[src/atd_pkg.sv]
// package for the accelerometer tap detector: register map, fields, window scales
package atd_pkg;
  localparam logic [7:0] REG_CTRL_THREE   = 8'h00;
  localparam logic [7:0] REG_PIN1_ROUTING = 8'h04;
  localparam logic [7:0] REG_THRESHOLD    = 8'h08;
  localparam logic [7:0] REG_DURATIONS    = 8'h0C;
  localparam logic [7:0] REG_MOTION       = 8'h10;
  localparam logic [7:0] REG_TAP_SOURCE   = 8'h38;
  // control bits of accel_control_three
  localparam int CTL_LATCH = 2;
  localparam int CTL_ZEN   = 3;
  localparam int CTL_YEN   = 4;
  localparam int CTL_XEN   = 5;
  // pin-one routing bits
  localparam int ROUTE_TWO = 3;
  localparam int ROUTE_ONE = 6;
  // motion register: double-tap select, sleep enable
  localparam int MOT_DOUBLE = 7;
  localparam int MOT_SLEEP  = 6;
  // duration register fields
  localparam int DUR_SHOCK_LO = 0;
  localparam int DUR_QUIET_LO = 2;
  localparam int DUR_LAT_LO   = 4;
  // window scales in sample periods
  localparam logic [9:0] SHOCK_ZERO = 10'h004;
  localparam logic [9:0] SHOCK_UNIT = 10'h008;
  localparam logic [9:0] QUIET_ZERO = 10'h002;
  localparam logic [9:0] QUIET_UNIT = 10'h004;
  localparam logic [9:0] LAT_ZERO   = 10'h010;
  localparam logic [9:0] LAT_UNIT   = 10'h020;
  localparam logic [15:0] SLEEP_UNIT = 16'h0200;
  // tap source bits
  localparam int SRC_ANY = 6;
  localparam int SRC_ONE = 5;
  localparam int SRC_TWO = 4;
  localparam int SRC_NEG = 3;
  localparam int SRC_X   = 2;
  localparam int SRC_Y   = 1;
  localparam int SRC_Z   = 0;
  localparam int SAMPLE_W = 16;
  typedef struct packed {
    logic [SAMPLE_W-1:0] x;
    logic [SAMPLE_W-1:0] y;
    logic [SAMPLE_W-1:0] z;
  } atd_sample_t;
endpackage : atd_pkg

[src/accel_tap_detector.sv]
// single and double tap detector with AHB-Lite register slave
//
// Register access over AHB-Lite is this design's own decision.
`timescale 1ns/1ps
// What this block does
// RULE_01 - slope is half of sample difference
// RULE_02 - host uses 400, 800 or 1600 Hz
// RULE_03 - single tap: rise, fall within shock
// RULE_04 - unlatched interrupt lasts the quiet window
// RULE_05 - latched interrupt held until source read
// RULE_06 - second tap only after quiet, before latency
// RULE_07 - second tap must also fall within shock
// RULE_08 - over-threshold in quiet cancels double sequence
// RULE_09 - latency window starts after quiet ends
// RULE_10 - evaluate only enabled axes
// RULE_11 - compare slope magnitude with 5-bit threshold
// RULE_12 - shock window decode: 4 or code*8
// RULE_13 - quiet window decode: 2 or code*4
// RULE_14 - latency window decode: 16 or code*32
// RULE_15 - route single and double taps separately
// RULE_16 - no tap interrupt while inactive
// RULE_17 - tap source layout, bit 7 zero
// RULE_18 - bit 3 gives tap sign
// RULE_19 - select bit enables double taps
// RULE_20 - latch single or only double by select
// RULE_21 - latch ignored when not routed
// RULE_22 - inactivity after quiet-slope sample count
// RULE_23 - window counters step per sample
// RULE_24 - source flags held until read, then cleared
module accel_tap_detector #(
  parameter int THR_SHIFT = 10  // slope bits dropped so threshold lsb is FS/32
) (
  input  wire logic                sys_clk,     // system clock, 100 MHz
  input  wire logic                reset_n,     // synchronous reset, active low
  input  wire logic                hsel,        // ahb slave select
  input  wire logic [31:0]         haddr,       // ahb address
  input  wire logic [1:0]          htrans,      // ahb transfer type
  input  wire logic                hwrite,      // ahb write
  input  wire logic [2:0]          hsize,       // ahb size
  input  wire logic [31:0]         hwdata,      // ahb write data
  input  wire logic                hready,      // ahb bus ready
  output logic      [31:0]         hrdata,      // ahb read data
  output logic                     hreadyout,   // ahb slave ready
  output logic                     hresp,       // ahb response, always okay
  input  wire logic                sampleValid, // new sample strobe, same clock
  input  wire atd_pkg::atd_sample_t sampleIn,   // signed x, y, z samples
  output logic                     accelIrqPin1 // tap interrupt on pin one
);
  import atd_pkg::*;

  typedef enum logic [2:0] {ST_IDLE, ST_SHOCK1, ST_QUIET, ST_LAT, ST_SHOCK2} atd_state_t;

  // ----------------------------------------------------------------
  // register slave
  // ----------------------------------------------------------------
  logic [7:0] ctrlThree_q, pinRouting_q, threshold_q, durations_q, motion_q;
  logic [6:0] source_q;
  logic       wrPend_q;
  logic [7:0] wrAddr_q;
  logic       addrPhase;
  logic       rdSrcNow;
  assign addrPhase = hsel && htrans[1] && hready;
  // source clear rides on the same edge that captures the read data, so an event
  // landing between capture and clear can never be wiped unseen
  assign rdSrcNow  = addrPhase && !hwrite && (haddr[7:0] == REG_TAP_SOURCE);
  assign hreadyout = 1'b1;
  assign hresp     = 1'b0;

  always_ff @(posedge sys_clk)
  begin
    if (!reset_n)
    begin
      wrPend_q <= 1'b0;
      wrAddr_q <= 8'h00;
    end
    else
    begin
      wrPend_q <= addrPhase && hwrite;
      wrAddr_q <= haddr[7:0];
    end
  end

  always_ff @(posedge sys_clk)
  begin
    if (!reset_n)
    begin
      ctrlThree_q  <= 8'h00;
      pinRouting_q <= 8'h00;
      threshold_q  <= 8'h00;
      durations_q  <= 8'h00;
      motion_q     <= 8'h00;
    end
    else if (wrPend_q)
    begin
      unique case (wrAddr_q)
        REG_CTRL_THREE:   ctrlThree_q  <= hwdata[7:0];
        REG_PIN1_ROUTING: pinRouting_q <= hwdata[7:0];
        REG_THRESHOLD:    threshold_q  <= hwdata[7:0];
        REG_DURATIONS:    durations_q  <= hwdata[7:0];
        REG_MOTION:       motion_q     <= hwdata[7:0];
        default:          ;
      endcase
    end
  end

  // read data registered in the address phase; source clear on the same edge
  always_ff @(posedge sys_clk)
  begin
    if (!reset_n)
    begin
      hrdata  <= 32'h0000_0000;
    end
    else
    begin
      if (addrPhase && !hwrite)
      begin
        unique case (haddr[7:0])
          REG_CTRL_THREE:   hrdata <= {24'h00_0000, ctrlThree_q};
          REG_PIN1_ROUTING: hrdata <= {24'h00_0000, pinRouting_q};
          REG_THRESHOLD:    hrdata <= {24'h00_0000, threshold_q};
          REG_DURATIONS:    hrdata <= {24'h00_0000, durations_q};
          REG_MOTION:       hrdata <= {24'h00_0000, motion_q};
          REG_TAP_SOURCE:   hrdata <= {25'h000_0000, source_q}; // [RULE_17]
          default:          hrdata <= 32'h0000_0000;
        endcase
      end
    end
  end

  // ----------------------------------------------------------------
  // slope and threshold
  // ----------------------------------------------------------------
  function automatic logic [9:0] decodeWin(input logic [3:0] code, input logic [9:0] zeroLen,
                                           input logic [9:0] unit);
    decodeWin = (code == 4'h0) ? zeroLen : 10'((unit * code));
  endfunction : decodeWin

  function automatic logic [SAMPLE_W:0] slopeOf(input logic [SAMPLE_W-1:0] cur,
                                                input logic [SAMPLE_W-1:0] prev);
    logic signed [SAMPLE_W:0] diff;
    diff = $signed({cur[SAMPLE_W-1], cur}) - $signed({prev[SAMPLE_W-1], prev});
    slopeOf = diff >>> 1; // [RULE_01]
  endfunction : slopeOf

  function automatic logic overThr(input logic [SAMPLE_W:0] slope, input logic [4:0] thr);
    logic [SAMPLE_W:0] mag;
    mag = slope[SAMPLE_W] ? (SAMPLE_W+1)'(-slope) : slope;
    overThr = (mag >> THR_SHIFT) > {{(SAMPLE_W-4){1'b0}}, thr}; // [RULE_11]
  endfunction : overThr

  atd_sample_t prev_q;
  logic        primed_q;
  logic [SAMPLE_W:0] slopeX, slopeY, slopeZ;
  logic [2:0]  axisOver;
  logic        anyOver;
  assign slopeX = slopeOf(sampleIn.x, prev_q.x);
  assign slopeY = slopeOf(sampleIn.y, prev_q.y);
  assign slopeZ = slopeOf(sampleIn.z, prev_q.z);
  assign axisOver = {overThr(slopeX, threshold_q[4:0]) && ctrlThree_q[CTL_XEN],
                     overThr(slopeY, threshold_q[4:0]) && ctrlThree_q[CTL_YEN],
                     overThr(slopeZ, threshold_q[4:0]) && ctrlThree_q[CTL_ZEN]}; // [RULE_10]
  assign anyOver = sampleValid && primed_q && (axisOver != 3'b000);

  always_ff @(posedge sys_clk)
  begin
    if (!reset_n)
    begin
      prev_q   <= '0;
      primed_q <= 1'b0;
    end
    else if (sampleValid)
    begin
      prev_q   <= sampleIn;
      primed_q <= 1'b1;
    end
  end

  logic [9:0] shockLen, quietLen, latLen;
  assign shockLen = decodeWin({2'b00, durations_q[DUR_SHOCK_LO +: 2]}, SHOCK_ZERO, SHOCK_UNIT); // [RULE_12]
  assign quietLen = decodeWin({2'b00, durations_q[DUR_QUIET_LO +: 2]}, QUIET_ZERO, QUIET_UNIT); // [RULE_13]
  assign latLen   = decodeWin(durations_q[DUR_LAT_LO +: 4], LAT_ZERO, LAT_UNIT);              // [RULE_14]

  // ----------------------------------------------------------------
  // inactivity: slopes below motion threshold for sleep count
  // ----------------------------------------------------------------
  logic [15:0] quietRun_q;
  logic        inactive_q;
  logic        motionOver;
  assign motionOver = (overThr(slopeX, 5'(motion_q[5:1])) || overThr(slopeY, 5'(motion_q[5:1]))
                       || overThr(slopeZ, 5'(motion_q[5:1])));
  always_ff @(posedge sys_clk)
  begin
    if (!reset_n)
    begin
      quietRun_q <= 16'h0000;
      inactive_q <= 1'b0;
    end
    else if (sampleValid && primed_q)
    begin
      if (motionOver || !motion_q[MOT_SLEEP])
      begin
        quietRun_q <= 16'h0000;
        inactive_q <= 1'b0;
      end
      else if (quietRun_q >= SLEEP_UNIT - 16'h0001)
        inactive_q <= 1'b1; // [RULE_22]
      else
        quietRun_q <= quietRun_q + 16'h0001;
    end
  end

  // ----------------------------------------------------------------
  // tap state machine
  // ----------------------------------------------------------------
  atd_state_t state_q;
  logic [9:0] winCnt_q;
  logic [2:0] tapAxis_q;
  logic       tapNeg_q;
  logic       doubleOn, singleEvt, doubleEvt;
  logic       firstNeg;
  assign doubleOn = motion_q[MOT_DOUBLE];
  assign firstNeg = axisOver[2] ? slopeX[SAMPLE_W] : axisOver[1] ? slopeY[SAMPLE_W]
                    : slopeZ[SAMPLE_W];

  always_ff @(posedge sys_clk)
  begin
    if (!reset_n)
    begin
      state_q   <= ST_IDLE;
      winCnt_q  <= 10'h000;
      tapAxis_q <= 3'b000;
      tapNeg_q  <= 1'b0;
    end
    else if (sampleValid && primed_q)
    begin
      winCnt_q <= winCnt_q + 10'h001; // [RULE_23]
      unique case (state_q)
        ST_IDLE:
          if (anyOver)
          begin
            state_q   <= ST_SHOCK1;
            winCnt_q  <= 10'h001;
            tapAxis_q <= axisOver;
            tapNeg_q  <= firstNeg; // [RULE_18]
          end
        ST_SHOCK1, ST_SHOCK2:
          if (!anyOver)
          begin
            state_q  <= (state_q == ST_SHOCK1 && doubleOn) ? ST_QUIET : ST_IDLE;
            winCnt_q <= 10'h000;
          end
          else if (winCnt_q >= shockLen)
            state_q <= ST_IDLE; // [RULE_03] [RULE_07]
        ST_QUIET:
          if (anyOver)
            state_q <= ST_IDLE; // [RULE_08]
          else if (winCnt_q + 10'h001 >= quietLen)
          begin
            state_q  <= ST_LAT; // [RULE_09]
            winCnt_q <= 10'h000;
          end
        ST_LAT:
          if (anyOver)
          begin
            state_q   <= ST_SHOCK2; // [RULE_06]
            winCnt_q  <= 10'h001;
            tapAxis_q <= axisOver;
            tapNeg_q  <= firstNeg;
          end
          else if (winCnt_q + 10'h001 >= latLen)
            state_q <= ST_IDLE;
      endcase
    end
  end

  assign singleEvt = sampleValid && primed_q && state_q == ST_SHOCK1 && !anyOver;
  assign doubleEvt = sampleValid && primed_q && state_q == ST_SHOCK2 && !anyOver
                     && doubleOn; // [RULE_19]

  // ----------------------------------------------------------------
  // source flags and interrupt output
  // ----------------------------------------------------------------
  // a new event wins over the read clear in the same cycle
  always_ff @(posedge sys_clk)
  begin
    if (!reset_n)
      source_q <= 7'h00;
    else if (singleEvt || doubleEvt)
    begin
      source_q[SRC_ANY] <= 1'b1;
      source_q[SRC_ONE] <= singleEvt || (source_q[SRC_ONE] && !rdSrcNow);
      source_q[SRC_TWO] <= doubleEvt || (source_q[SRC_TWO] && !rdSrcNow);
      source_q[SRC_NEG] <= tapNeg_q;
      source_q[SRC_X]   <= tapAxis_q[2];
      source_q[SRC_Y]   <= tapAxis_q[1];
      source_q[SRC_Z]   <= tapAxis_q[0];
    end
    else if (rdSrcNow)
      source_q <= 7'h00; // [RULE_24]
  end

  logic routeOne, routeTwo, latchEff;
  logic [9:0] pulseCnt_q;
  logic       pulse_q, latched_q;
  assign routeOne = pinRouting_q[ROUTE_ONE];
  assign routeTwo = pinRouting_q[ROUTE_TWO];
  assign latchEff = ctrlThree_q[CTL_LATCH] && (routeOne || routeTwo); // [RULE_21]

  logic evtRouted, evtLatch;
  assign evtRouted = !inactive_q && ((singleEvt && routeOne) || (doubleEvt && routeTwo)); // [RULE_15] [RULE_16]
  assign evtLatch  = latchEff && (doubleOn ? doubleEvt : singleEvt); // [RULE_20]

  always_ff @(posedge sys_clk)
  begin
    if (!reset_n)
    begin
      pulse_q    <= 1'b0;
      pulseCnt_q <= 10'h000;
      latched_q  <= 1'b0;
    end
    else
    begin
      if (evtRouted && evtLatch)
        latched_q <= 1'b1; // [RULE_05]
      else if (rdSrcNow)
        latched_q <= 1'b0;
      if (evtRouted && !evtLatch)
      begin
        pulse_q    <= 1'b1;
        pulseCnt_q <= 10'h000;
      end
      else if (pulse_q && sampleValid)
      begin
        pulseCnt_q <= pulseCnt_q + 10'h001;
        if (pulseCnt_q + 10'h001 >= quietLen)
          pulse_q <= 1'b0; // [RULE_04]
      end
    end
  end

  assign accelIrqPin1 = (pulse_q || latched_q) && !inactive_q;
endmodule : accel_tap_detector

[config.mk]
export PLATFORM = sky130hd
export DESIGN_NAME = accel_tap_detector
export DESIGN_NICKNAME = d
export VERILOG_FILES = /design/src/atd_pkg.sv /design/src/accel_tap_detector.sv
export SDC_FILE = /design/constraint.sdc
export NUM_CORES = 1
export LEC_CHECK = 0
export ABC_AREA = 1
export CAP_MARGIN = 20
export CORE_ASPECT_RATIO = 0.5
export CORE_UTILIZATION = 54
export DETAILED_ROUTE_END_ITERATION = 8
export DONT_BUFFER_PORTS = 1
export GPL_ROUTABILITY_DRIVEN = 0
export PLACE_DENSITY = 0.83
export SYNTH_ARGS = -nofsm -noshare
export SYNTH_HDL_FRONTEND = slang
export SYNTH_SLANG_ARGS = --single-unit
[constraint.sdc]
create_clock -name sys_clk -period 3.72 [get_ports sys_clk]
set_input_delay 0.372 -clock sys_clk [delete_from_list [all_inputs] [get_ports sys_clk]]
set_output_delay 0.372 -clock sys_clk [all_outputs]
set_load 0.03 [all_outputs]
==> impl_results.md <==
- Skew-Pair Late Insertion Delay: roughly 470 ps
- Largest net degree at the start of global routing: 100
- Synth cell types: 55
- Critical path capture point type: flop
- Critical path's largest stage delay: around 510 ps
- Met2 wirelength from detailed routing: about 15 mm
- CP max FO: 6
- Hold Path Class: in -> reg
- Post-synth top cells: 429 x nand2_1, 294 x inv_1, 162 x a21oi_1
- DRC Markers: 0
- Dpl hpwl: 21.7 mm
- Required @ worst endpoint: 4100 ps
- Worst VDD drop: 353 µV
- Clock Power Share: 0.337
- First-pass GRT wire length: 50.0 mm
- Via/cell ratio: between 5 and 6
- Routed wire length: 32.4 mm
- CP Class: reg -> reg
- Die footprint: between 0.02 and 0.025 mm²
- Worst setup SP type: flop
- Met1 Routed Length: 14.1 mm
- RSZ-0062 raised after global routing: yes
- Comb pwr share: 0.335
- Area leader, netlist: dfxtp_1
- Metal3 WL: between 2 and 3 mm
- Crit path DAT: between 4000 and 5000 ps
- Hold Path Cell Cnt: 2
- Total Routing Usage GR: 0.282
- Sw frac: 0.346
- Int Pwr: roughly 0.0035 W
- Die Wd: between 200 and 250 µm
- Final Setup Violations: 53
- Synth-to-Final Area Change: 21.7%
- Most common cell in the netlist: nand2_1
- Pre-CTS setup slack: -497 ps
- Row count: 37
- Final nets: 2129
- Number of port buffers: 0
- Sequential element share of the synthesized area: 0.276
- Root Buffer: clkbuf_16
- Synthesized cell area: roughly 0.012 mm²
- Top-area cell type share of the netlist area: 0.276
- Max Clock Skew: approximately 14 ps
- Critical Path Most Common Cell: nand2_2
- Top cells by area, synth: dfxtp_1 28%, nand2_1 14%, ha_1 10%, inv_1 9.6%, a21oi_1 7.0%
- Die extent in y: around 110 µm
- Critical R2R Launch: prev_q[32]
- Hold Path End: wrAddr_q[7]
- Fin. max-slew vios: 0
- Reg power frac: 0.328
- Yosys Warn Count: 0
- Relative max-transition margin: 0.202
- Final WS setup: -473 ps
- Total grt overflow: 0
- Worst-path clk slew: 80 ps
- FF-to-FF path depth: 28
- Outcome: finished with violations
- CTS sink cnt: ~160
- Cells after DPL: 2129
- Flops & latches, synth: 159
- TritonCTS clock tree: done
- Post-synthesis instance total: 1775
- CTS max path bufs: 2
- Antenna-violating nets left: 0
- R2r endpoint: quietRun_q[10]
- Hold Fails Final Rpt: 0
- Net switching power: approximately 0.0019 W
- Slowest CP cell: fa_2
- Average size of a mapped cell: ~6.5 µm²
- Total iterations of the first detailed-routing run: 6
- Worst R2R Setup Slack: -470 ps
- First-iteration detailed-routing DRC count: between 1000 and 1500
- Pleak: between 6 and 7 nW
- Fin cells: approximately 2200
- Worst slew pin tran: about 1200 ps
- Fmax: between 200 and 250 MHz
- Pwr dens: approximately 380 mW/mm²
- Antenna diode count: 0
- TritonCTS buffer count: 17
- Core area: just over 0.02 mm²
- Post-synthesis async set-or-reset flop share: 0
- Post-synth EDFFs: 0
- DR top layer: met4
- Routed len/inst: ~15 µm
- Ys flop type: dfxtp_1
- Initial antenna violation count: 0
- Vias in the first global route: approximately 11000
- Top-Level Pins: around 160
- Fin crit share: 1.13
- Layout cells sized above 1: 0.193
- Crit path time final: 4190 ps
- H-tree levels: 4
- Max Cap Violations: 0
- Hold Startpoint: haddr[7]
- Violated checks: negative setup slack
- Starting Density: 0.555
- Via count: about 12000
cell families (layout without fill, tap and decap cells):
kind of cell,after synthesis,after routing,synth area share
adders and majority gates,96,96,0.106
AOI/OAI and AO/OA,345,345,0.166
and+or+nand+nor,773,776,0.295
DFF,159,159,0.276
muxes,1,1,0.000870
buffers and inverters,364,484,0.127
other,2,26,0.000652
xor gates and xnor gates,35,35,0.0273
power by group through the flow:
| stage | Sequential [W] | Clock [W] | Combinational, W |
|---|---|---|---|
| floorplan | 0.00180 | 0 | 0.00108 |
| global placement | 0.00180 | 0 | 0.00145 |
| detailed placement | 0.00180 | 0 | 0.00150 |
| CTS | 0.00176 | 0.00181 | 0.00157 |
| global route | 0.00177 | 0.00189 | 0.00200 |
| finish | 0.00176 | 0.00181 | 0.00180 |
worst max path at each step:
stage / startpoint / end / slack [ps] / depth (start not counted)
global placement: sampleIn[32] / quietRun_q[7] / -360 / 30
global route: prev_q[32] / quietRun_q[10] / -700 / 28
detailed placement: sampleIn[32] / quietRun_q[7] / -500 / 30
floorplan: sampleIn[32] / winCnt_q[4] / 1 / 30
finish: prev_q[32] / quietRun_q[10] / -470 / 28
CTS: prev_q[32] / quietRun_q[6] / -280 / 27
per-layer routing:
layer  vias up  GRT usage
li1       5943          -
met1      5398      0.358
met2       490      0.463
met3       102     0.0700
met4         0      0.102
met5         -          0
final cells by class:
cell class / count / area (µm²)
timing repair inverter: 1 / 6.26
inverter: 303 / 1150
clock inverter: 13 / 151
multi-input combinational: 1279 / 7560
fill: 1665 / 6730
tap: 273 / 342
timing repair buffer: 149 / 1180
sequential: 159 / 3190
clock buffer: 18 / 429
placed cells by master, fill, tap and decap left out, types with 28 or more instances in the layout:
master     n
nand2_1  397
buf_4    134
dfxtp_1  156
ha_1      80
o21ai_0  111
a21oi_2   29
nor2_1   108
nand2_2   46
nand3_1   86
inv_1    290
nor2_2    28
a21oi_1  139
flip-flops by register name (all words and copies together) (netlist names), 3 cells and up:
name / flops
durations_q: 8
prev_q: 48
state_q: 3
hrdata: 8
pulseCnt_q: 10
wrAddr_q: 8
source_q: 7
quietRun_q: 16
pinRouting_q: 8
ctrlThree_q: 8
threshold_q: 8
tapAxis_q: 3
motion_q: 8
winCnt_q: 10
worst max-delay path, delay by kind of cell, from the launching register on:
family,cells,cell delay (ps)
compound gates,8,1030
flops,1,320
fa+ha+maj,2,830
xor+xnor,1,260
buf+inv,3,240
simple gates,14,1440
repair_timing:
item | 4_1_cts | 5_1_grt
hold buffers | 3 | 0
cloned | 4 | 0
endpoints found under the hold margin | 6 | 0
setup buffers | 11 | 17
setup endpoints to repair | 53 | 53
pin swaps | 25 | 43
gates resized for setup | 68 | 97
stage by stage:
step | hold WS, ps | power, W | cell area [µm²] | util | TNS [ps]
finish | 6.06 | 0.00537 | 14000 | 0.675 | -18560
global route | 4.59 | 0.00566 | 14000 | 0.675 | -30890
CTS | 0.315 | 0.00514 | 13500 | 0.649 | -8630
detailed placement | 431 | 0.00330 | 12500 | 0.604 | -19940
global placement | 425 | 0.00325 | 12500 | 0.604 | -12800
floorplan | 417 | 0.00287 | 11600 | - | 0
No activity file was read; power rests on OpenSTA's default activity.
